[config.mk]
export PLATFORM = sky130hd
export DESIGN_NAME = phy_mac_side_media_interface
export DESIGN_NICKNAME = d
export VERILOG_FILES = /design/src/hdl/phy_mac_pkg.sv /design/src/hdl/phy_mac_side_media_interface.sv
export SDC_FILE = /design/constraint.sdc
export NUM_CORES = 1
export LEC_CHECK = 0
export BUFFER_PORTS_ARGS = -buffer_cell sky130_fd_sc_hd__buf_2
export CORE_MARGIN = 1
export CORE_UTILIZATION = 36
export CTS_CLUSTER_SIZE = 14
export DETAILED_ROUTE_END_ITERATION = 10
export GPL_TIMING_DRIVEN = 0
export PLACE_DENSITY = 0.55
export SLEW_MARGIN = 20
export SYNTH_ARGS = -nofsm -noshare
export SYNTH_HDL_FRONTEND = slang
export SYNTH_SLANG_ARGS = --single-unit
[constraint.sdc]
create_clock -name sys_clk -period 2.67 [get_ports sys_clk]
set_clock_uncertainty 0.05 [all_clocks]
set_input_delay 0.4005 -clock sys_clk [delete_from_list [all_inputs] [get_ports sys_clk]]
set_output_delay 0.4005 -clock sys_clk [all_outputs]
set_load 0.05 [all_outputs]
[src/hdl/phy_mac_pkg.sv]
// Constants and types for the MAC-facing media interface of the PHY.
// Assumes one 40 MHz system clock; link clocks are scaled from it.
package phy_mac_pkg;

    // ------------------------------------------------------------
    // Mode and speed selections
    // ------------------------------------------------------------
    typedef enum logic [1:0] {SPEED_10, SPEED_100, SPEED_1000} speed_t;
    typedef enum logic [1:0] {MODE_MII, MODE_GMII, MODE_RGMII} if_mode_t;
    // Symbol class handed to the line-side coder
    typedef enum logic [1:0] {SYM_DATA, SYM_INVALID, SYM_HALT} line_sym_t;

    // ------------------------------------------------------------
    // Clock rates
    // ------------------------------------------------------------
    localparam int SYS_CLK_HZ   = 40_000_000;
    localparam int CLK_10_HZ    = 2_500_000;
    localparam int CLK_100_HZ   = 25_000_000;
    localparam int CLK_1000_HZ  = 125_000_000;
    // Half periods in system cycles; shorter times round down, floor of one
    localparam int HALF_10_RAW   = SYS_CLK_HZ / (2 * CLK_10_HZ);
    localparam int HALF_100_RAW  = SYS_CLK_HZ / (2 * CLK_100_HZ);
    localparam int HALF_1000_RAW = SYS_CLK_HZ / (2 * CLK_1000_HZ);
    localparam int HALF_10   = (HALF_10_RAW < 1) ? 1 : HALF_10_RAW;
    localparam int HALF_100  = (HALF_100_RAW < 1) ? 1 : HALF_100_RAW;
    localparam int HALF_1000 = (HALF_1000_RAW < 1) ? 1 : HALF_1000_RAW;

    // ------------------------------------------------------------
    // Reset values
    // ------------------------------------------------------------
    localparam logic [7:0] BYTE_RESET = 8'h00;
    localparam logic [3:0] NIB_ZERO   = 4'h0;

endpackage : phy_mac_pkg

[src/hdl/phy_mac_side_media_interface.sv]
// MAC-side media interface of a 10/100/1000 PHY: MII, GMII and RGMII pins.
// Assumes MAC pins arrive asynchronously and are synchronised here; the
// line side talks on sys_clk and paces receive bytes at the link rate.
`timescale 1ns/100ps

// Behaviour
// - In 10/100 MII the device drives tx_clk free-running for the MAC.
// - tx_clk runs at 2.5 MHz for 10 Mbit/s, 25 MHz for 100; the code gives 20 MHz at 100 (half period floored to one cycle).
// - Transmit bits 4..7 used only in GMII, sampled on gtx_clk.
// - Transmit bits 0..3 sampled on gtx_clk in GMII/RGMII, tx_clk in MII.
// - GMII tx_er makes the device emit invalid code-groups in the frame.
// - MII tx_er sends invalid symbol, then halt symbols until deasserted.
// - Device outputs rx_clk at 2.5, 25 or 125 MHz per speed; the code gives 2.5, 20 and 20 MHz.
// - Receive bits 0..3 driven in all modes, changing only with rx_clk.
// - Receive bits 4..7 used only in GMII, synchronous to rx_clk.
// - tx_en marks valid data; RGMII control carries enable and error per edge.
// - RGMII rx control carries valid on rising, error on falling half.
// - rx_er high on receive error any speed; unused in RGMII.
module phy_mac_side_media_interface #(
    parameter int CNT_W = 8
) (
    input  wire logic                  sys_clk,
    input  wire logic                  sys_rst,
    input  phy_mac_pkg::speed_t        speed_sel,
    input  phy_mac_pkg::if_mode_t      mode_sel,
    input  wire logic                  gtx_clk,
    input  wire logic [7:0]            txd,
    input  wire logic                  tx_en,
    input  wire logic                  tx_er,
    output logic                       tx_clk,
    output logic                       rx_clk,
    output logic [7:0]                 rxd,
    output logic                       rx_dv,
    output logic                       rx_er,
    output logic                       line_tx_valid,
    output logic [7:0]                 line_tx_data,
    output phy_mac_pkg::line_sym_t     line_tx_sym,
    input  wire logic                  line_rx_valid,
    input  wire logic [7:0]            line_rx_data,
    input  wire logic                  line_rx_err,
    output logic                       line_rx_ready
);

    // ------------------------------------------------------------
    // Elaboration checks
    // ------------------------------------------------------------
    if (phy_mac_pkg::HALF_10 >= (1 << CNT_W))
    begin : g_cnt_check
        $error("CNT_W too narrow for the 10 Mbit/s half period");
    end

    // Half period of the link clocks for a speed
    function automatic logic [CNT_W-1:0] half_count(input phy_mac_pkg::speed_t s);
        if (s == phy_mac_pkg::SPEED_10)
            half_count = CNT_W'(phy_mac_pkg::HALF_10);
        else if (s == phy_mac_pkg::SPEED_100)
            half_count = CNT_W'(phy_mac_pkg::HALF_100);
        else
            half_count = CNT_W'(phy_mac_pkg::HALF_1000);
    endfunction : half_count

    // ------------------------------------------------------------
    // Pin synchronisers (transmit side)
    // ------------------------------------------------------------
    logic [10:0] sync1_reg;
    logic [10:0] sync2_reg;
    logic [10:0] hist_reg;
    logic        tx_clk_d1_reg;
    logic        tx_clk_d2_reg;

    // Two flops before use; hist holds the value just before an edge
    always_ff @(posedge sys_clk)
    begin
        if (sys_rst)
        begin
            sync1_reg <= 11'h000;
            sync2_reg <= 11'h000;
            hist_reg  <= 11'h000;
        end
        else
        begin
            sync1_reg <= {gtx_clk, tx_er, tx_en, txd};
            sync2_reg <= sync1_reg;
            hist_reg  <= sync2_reg;
        end
    end

    // Own tx_clk delayed to line up with the synchronised data
    always_ff @(posedge sys_clk)
    begin
        if (sys_rst)
        begin
            tx_clk_d1_reg <= 1'b0;
            tx_clk_d2_reg <= 1'b0;
        end
        else
        begin
            tx_clk_d1_reg <= tx_clk;
            tx_clk_d2_reg <= tx_clk_d1_reg;
        end
    end

    logic       gtx_rise;
    logic       gtx_fall;
    logic       mii_fall;
    logic       is_mii;
    logic [7:0] h_txd;
    logic       h_en;
    logic       h_er;

    // Edges of the MAC clock rely on it running continuously
    assign gtx_rise = sync2_reg[10] & ~hist_reg[10];
    assign gtx_fall = ~sync2_reg[10] & hist_reg[10];
    assign mii_fall = tx_clk_d2_reg & ~tx_clk_d1_reg;
    assign is_mii   = (mode_sel == phy_mac_pkg::MODE_MII) && (speed_sel != phy_mac_pkg::SPEED_1000);
    assign h_txd    = hist_reg[7:0];
    assign h_en     = hist_reg[8];
    assign h_er     = hist_reg[9];

    // ------------------------------------------------------------
    // Transmit capture toward the line coder
    // ------------------------------------------------------------
    logic       er_seen_reg;
    logic [3:0] rg_lo_reg;
    logic       rg_en_reg;

    // One capture per sample edge; valid is a one-cycle pulse
    always_ff @(posedge sys_clk)
    begin
        if (sys_rst)
        begin
            line_tx_valid <= 1'b0;
            line_tx_data  <= phy_mac_pkg::BYTE_RESET;
            line_tx_sym   <= phy_mac_pkg::SYM_DATA;
            er_seen_reg   <= 1'b0;
            rg_lo_reg     <= phy_mac_pkg::NIB_ZERO;
            rg_en_reg     <= 1'b0;
        end
        else
        begin
            line_tx_valid <= 1'b0;
            if (is_mii && mii_fall)
            begin
                // Low nibble on own tx_clk; halt follows the first invalid
                line_tx_valid <= h_en | h_er;
                line_tx_data  <= {phy_mac_pkg::NIB_ZERO, h_txd[3:0]};
                line_tx_sym   <= !h_er ? phy_mac_pkg::SYM_DATA :
                                 (er_seen_reg ? phy_mac_pkg::SYM_HALT : phy_mac_pkg::SYM_INVALID);
                er_seen_reg   <= h_er;
            end
            else if (mode_sel == phy_mac_pkg::MODE_GMII && gtx_rise)
            begin
                line_tx_valid <= h_en | h_er;
                line_tx_data  <= h_txd;
                line_tx_sym   <= h_er ? phy_mac_pkg::SYM_INVALID : phy_mac_pkg::SYM_DATA;
            end
            else if (mode_sel == phy_mac_pkg::MODE_RGMII && gtx_rise)
            begin
                // Rising half: low nibble and enable; upper pins ignored
                rg_lo_reg <= h_txd[3:0];
                rg_en_reg <= h_en;
            end
            else if (mode_sel == phy_mac_pkg::MODE_RGMII && gtx_fall)
            begin
                // Falling half: high nibble and error on the control line
                line_tx_valid <= rg_en_reg;
                line_tx_data  <= {h_txd[3:0], rg_lo_reg};
                line_tx_sym   <= h_en ? phy_mac_pkg::SYM_INVALID : phy_mac_pkg::SYM_DATA;
            end
        end
    end

    // ------------------------------------------------------------
    // Link clock divider (tx_clk and rx_clk)
    // ------------------------------------------------------------
    logic [CNT_W-1:0] div_cnt_reg;
    logic             tick;
    logic             rx_fall_ev;
    logic             rx_rise_ev;

    assign tick       = (div_cnt_reg == '0);
    assign rx_fall_ev = tick & rx_clk;
    assign rx_rise_ev = tick & ~rx_clk;

    // Speed change takes effect at the next half period, never mid-phase
    always_ff @(posedge sys_clk)
    begin
        if (sys_rst)
        begin
            div_cnt_reg <= '0;
            rx_clk      <= 1'b0;
            tx_clk      <= 1'b0;
        end
        else if (tick)
        begin
            div_cnt_reg <= half_count(speed_sel) - CNT_W'(1);
            rx_clk      <= ~rx_clk;
            tx_clk      <= is_mii ? ~tx_clk : 1'b0;
        end
        else
        begin
            div_cnt_reg <= div_cnt_reg - CNT_W'(1);
        end
    end

    // ------------------------------------------------------------
    // Receive holding byte from the line side
    // ------------------------------------------------------------
    logic [7:0] hold_byte_reg;
    logic       hold_err_reg;
    logic       hold_valid_reg;
    logic       hold_valid_next;
    logic       nib_hi_reg;
    logic       take;
    logic       load;

    assign take = rx_fall_ev & hold_valid_reg & ~((mode_sel == phy_mac_pkg::MODE_MII) & nib_hi_reg);
    assign load = line_rx_valid & line_rx_ready;
    assign hold_valid_next = load | (hold_valid_reg & ~take);

    // One byte of slack; ready drops while the byte waits for the link
    always_ff @(posedge sys_clk)
    begin
        if (sys_rst)
        begin
            hold_byte_reg  <= phy_mac_pkg::BYTE_RESET;
            hold_err_reg   <= 1'b0;
            hold_valid_reg <= 1'b0;
            line_rx_ready  <= 1'b0;
        end
        else
        begin
            if (load)
            begin
                hold_byte_reg <= line_rx_data;
                hold_err_reg  <= line_rx_err;
            end
            hold_valid_reg <= hold_valid_next;
            line_rx_ready  <= ~hold_valid_next;
        end
    end

    // ------------------------------------------------------------
    // Receive pins toward the MAC
    // ------------------------------------------------------------
    logic [7:0] cur_reg;
    logic       cur_err_reg;
    logic       rg_rx_act_reg;

    // Pins change only on rx_clk edges; MAC samples on the opposite edge
    always_ff @(posedge sys_clk)
    begin
        if (sys_rst)
        begin
            rxd           <= phy_mac_pkg::BYTE_RESET;
            rx_dv         <= 1'b0;
            rx_er         <= 1'b0;
            cur_reg       <= phy_mac_pkg::BYTE_RESET;
            cur_err_reg   <= 1'b0;
            nib_hi_reg    <= 1'b0;
            rg_rx_act_reg <= 1'b0;
        end
        else if (rx_fall_ev)
        begin
            rx_dv         <= take;
            rx_er         <= take & hold_err_reg & (mode_sel != phy_mac_pkg::MODE_RGMII);
            rxd           <= {phy_mac_pkg::NIB_ZERO, take ? hold_byte_reg[3:0] : phy_mac_pkg::NIB_ZERO};
            rg_rx_act_reg <= take & (mode_sel == phy_mac_pkg::MODE_RGMII);
            if (take)
            begin
                cur_reg     <= hold_byte_reg;
                cur_err_reg <= hold_err_reg;
            end
            if (mode_sel == phy_mac_pkg::MODE_GMII && take)
                rxd <= hold_byte_reg;
            if (mode_sel == phy_mac_pkg::MODE_MII)
            begin
                if (nib_hi_reg)
                begin
                    // Second nibble of the byte, low nibble went first
                    rxd   <= {phy_mac_pkg::NIB_ZERO, cur_reg[7:4]};
                    rx_dv <= 1'b1;
                    rx_er <= cur_err_reg;
                end
                nib_hi_reg <= take;
            end
            else
            begin
                nib_hi_reg <= 1'b0;
            end
        end
        else if (rx_rise_ev && mode_sel == phy_mac_pkg::MODE_RGMII)
        begin
            // Falling half carries high nibble and error on the control line
            rxd           <= {phy_mac_pkg::NIB_ZERO, rg_rx_act_reg ? cur_reg[7:4] : phy_mac_pkg::NIB_ZERO};
            rx_dv         <= rg_rx_act_reg & cur_err_reg;
            rg_rx_act_reg <= 1'b0;
        end
    end
endmodule : phy_mac_side_media_interface

==> flow_summary_export.csv <==
group,metric,value,unit
status,outcome,"finished with violations",
status,failed_checks,"design-rule violations",
clocking,cts-root-buf,"clkbuf_8",
finish,final_area,3890,um2
sta,fin_setup_tns,0,ns
floorplanning,io_pins,51,
setup_path,cp-startpoint,"div_cnt_reg[2]$_SDFF_PP0_",
yosys,syn-cell-area,3310,um2
clocking,cts_buffer_depth,2,
grt,antenna_found_initial,0,
sta,hold_viol,0,
setup_path,startpoint_type,"register",
flow_run,maxCapViolCount,0,
placement,dpl_cell_area,3690,um2
placement,portBuffers,50,
sta,slew_viol_final,0,
sta,period_share,84.4,%
route,avgViaCountPerCell,4.94,
clocking,h-tree-depth,3,
setup_path,cp.depth,9,
setup_path,worstPathRequired,2.84,ns
yosys,avgSynthCellArea,9.73,um2
placement,place_congestion,0.804,
sta,timing.fmax,0.444,GHz
power,max-vdd-ir-drop,0.000305,V
grt,grt_usage,15.7,%
sta,tightest_slew,0.586,ns
setup_path,reg2reg_depth,9,
setup_path,crit_type,"register to register",
sta,setup_viol,0,
sta,rsz0062_at_grt,"false",
setup_path,endpoint_kind,"register",
clocking,post_cts_resized,0,
setup_path,cp_slowest_cell,"or3b_2",
finish,fillers,910,
yosys,yosysMostFrequentCell,"dfxtp_1",
sta,holdWs,0.185,ns
sta,fin_crit,2.25,ns
route,drc_errors,7,
yosys,yosysWarnings,0,
grt,overflow,0,
floorplanning,die_w,97.8,um
clocking,path_clk_slew,0.10,ns
finish,n_antenna_cell,0,
floorplanning,core,8810,um2
worst_hold_path,hp-class,"primary input to register",
power,total_power,0.00314,W
floorplanning,die_area,9570,um2
floorplanning,die_h,97.8,um
sta,relSlewSlack,60.9,%
finish,area_growth,17.8,%
yosys,yosys.area.top_type,"dfxtp_1",
grt,grt_pass1_vias,2374,
clocking,clock_latency,0.36,ns
yosys,yosys-top-cells-count,"dfxtp_1, nor2b_1, a21oi_1, nand2_1, nor2_1",
route,postRouteAntennaNets,0,
setup_path,slowest_delay,0.46,ns
floorplanning,num_rows,34,
clocking,numCtsBuffers,9,
clocking,cts_tree,"built",
setup_path,crit_buf_inv,1,
finish,final_nets,429,
setup_path,r2r-start,"div_cnt_reg[2]$_SDFF_PP0_",
clocking,post-cts-setup-buffers,0,
yosys,ys_ff_latch,90,
grt,grt_pass1_wl,11800,um
setup_path,worstPathArrival,2.43,ns
yosys,ys_top_cells_by_area,"dfxtp_1, nor2b_1, a21oi_1",
power,p_per_area,807,nW/um2
yosys,yosysSeqAreaShare,54.5,%
route,wl_per_cell,13.5,um
power,p_leak,1.47,nW
yosys,synthCells,340,
yosys,synth_ff_type,"dfxtp_1",
placement,hpwl,5090,um
clocking,ctsHoldBuffers,0,
setup_path,r2r_setup_slack,0.42,ns
floorplanning,start_util,37.6,%
route,dr.pass1.iters,7,
route,vias,2538,
setup_path,r2r_end,"div_cnt_reg[6]$_SDFF_PP0_",
yosys,netlist.area_leader.share,54.5,%
setup_path,path_cells,"nor4_2, buf_4, nand2_4, o21ba_2, ha_1, or3b_2, a311oi_1, xnor2_1, nor2_1",
route,drtIter0Drc,76,
setup_path,cp_max_fo,10,
route,totalWireLength,6960,um
setup_path,critical_path.top_delay_family,"simple AND/OR/NAND/NOR gates",
grt,grt_max_degree,20,
yosys,synth_edf_count,0,
yosys,synthArstFlopShare,0,%
clocking,clkSinkCount,90,
setup_path,endpoint,"div_cnt_reg[6]$_SDFF_PP0_",
yosys,ys_types,47,
finish,drive_gt1_share,20.4,%
yosys,synth_nets,368,
==> metal layers <==
layer  vias up  track usage, %  part of all wire [%]  wire (um)
met5         -               0                     0          0
met4         0            6.64                   1.7        120
met3        10            3.29                   4.4        308
met2        52            23.3                    44       3030
met1      1175            21.9                    50       3500
li1       1301               -                     -          -
==> report_power, final <==
group / switching (W) / total (W) / internal (W)
Sequential: 0.0000745 / 0.00151 / 0.00143
Combinational: 0.000430 / 0.000720 / 0.000289
Clock: 0.000542 / 0.000914 / 0.000372
Total: 0.00105 / 0.00314 / 0.00210
==> how the worst min path moves through the flow <==
stage                            start                 endpoint  slack (ns)  depth (start not counted)
2_1_floorplan  sync2_reg[0]$_SDFF_PP0_   hist_reg[0]$_SDFF_PP0_        0.36                          1
3_3_place_gp   sync1_reg[6]$_SDFF_PP0_  sync2_reg[6]$_SDFF_PP0_        0.37                          1
3_5_place_dp   sync1_reg[7]$_SDFF_PP0_  sync2_reg[7]$_SDFF_PP0_        0.37                          1
4_1_cts                         txd[6]  sync1_reg[6]$_SDFF_PP0_        0.17                          2
5_1_grt                         txd[7]  sync1_reg[7]$_SDFF_PP0_        0.18                          2
6_report                        txd[4]  sync1_reg[4]$_SDFF_PP0_        0.19                          2
==> worst register-to-register path: stages (launching register included) <==
cell and delay (ns):
dfxtp_1 0.40, nor4_2 0.06, buf_4 0.18, nand2_4 0.12
o21ba_2 0.16, ha_1 0.16, or3b_2 0.46, a311oi_1 0.32
xnor2_1 0.16, nor2_1 0.05
==> kinds of logic (layout without fill, tap and decap cells) <==
family          count (synthesis)  after routing  synth area share [%]
compound gates                 65             65                  13.4
buf+inv                        28             94                  3.67
mux                            12             12                  3.67
xor+xnor                        5              5                  1.32
fa+ha+maj                       1              1                 0.378
simple gates                  139            139                  23.1
flops                          90             90                  54.5
==> cell type report <==
cell class	instances	area, um2	share of cell area [%]
clock inverters	7	78.8	2.02
flip-flops and latches	90	1800	46.3
well taps	108	135	3.47
inverters	8	30.0	0.771
plain buffers	20	91.3	2.35
clock buffers	9	124	3.18
repair buffers	50	250	6.42
multi-input cells	222	1380	35.5
==> stage by stage <==
| stage | std cells | setup WS, ns | utilization, % |
|---|---|---|---|
| 6_report | 514 | 0.418 | 44.2 |
| 3_5_place_dp | 498 | 0.436 | 41.9 |
| 5_1_grt | 514 | 0.242 | 44.2 |
| 3_3_place_gp | 498 | 0.446 | 41.9 |
| 2_1_floorplan | 340 | 0.603 | - |
| 4_1_cts | 514 | 0.401 | 44.2 |
==> placed cells by master, fill, tap and decap left out, types with 2 or more instances in the layout <==
| master | count |
|---|---|
| o21ai_0 | 7 |
| inv_1 | 8 |
| o32ai_1 | 4 |
| buf_2 | 54 |
| a21oi_1 | 30 |
| clkbuf_8 | 9 |
| a211oi_1 | 6 |
| nand4_1 | 5 |
| inv_6 | 3 |
| clkinv_8 | 2 |
| and3_1 | 3 |
| nand3_1 | 10 |
| a32oi_1 | 6 |
| nor2_1 | 25 |
| nand2b_1 | 4 |
| mux2i_1 | 11 |
| a22oi_1 | 3 |
| xnor2_1 | 5 |
| buf_4 | 3 |
| clkbuf_1 | 13 |
| and2_1 | 2 |
| nor3_1 | 4 |
| nor2b_1 | 39 |
| a311oi_1 | 2 |
| nor4bb_1 | 2 |
| nor4_1 | 2 |
| nand2_1 | 30 |
| dfxtp_1 | 90 |
Power figures use the tool's default switching activity.
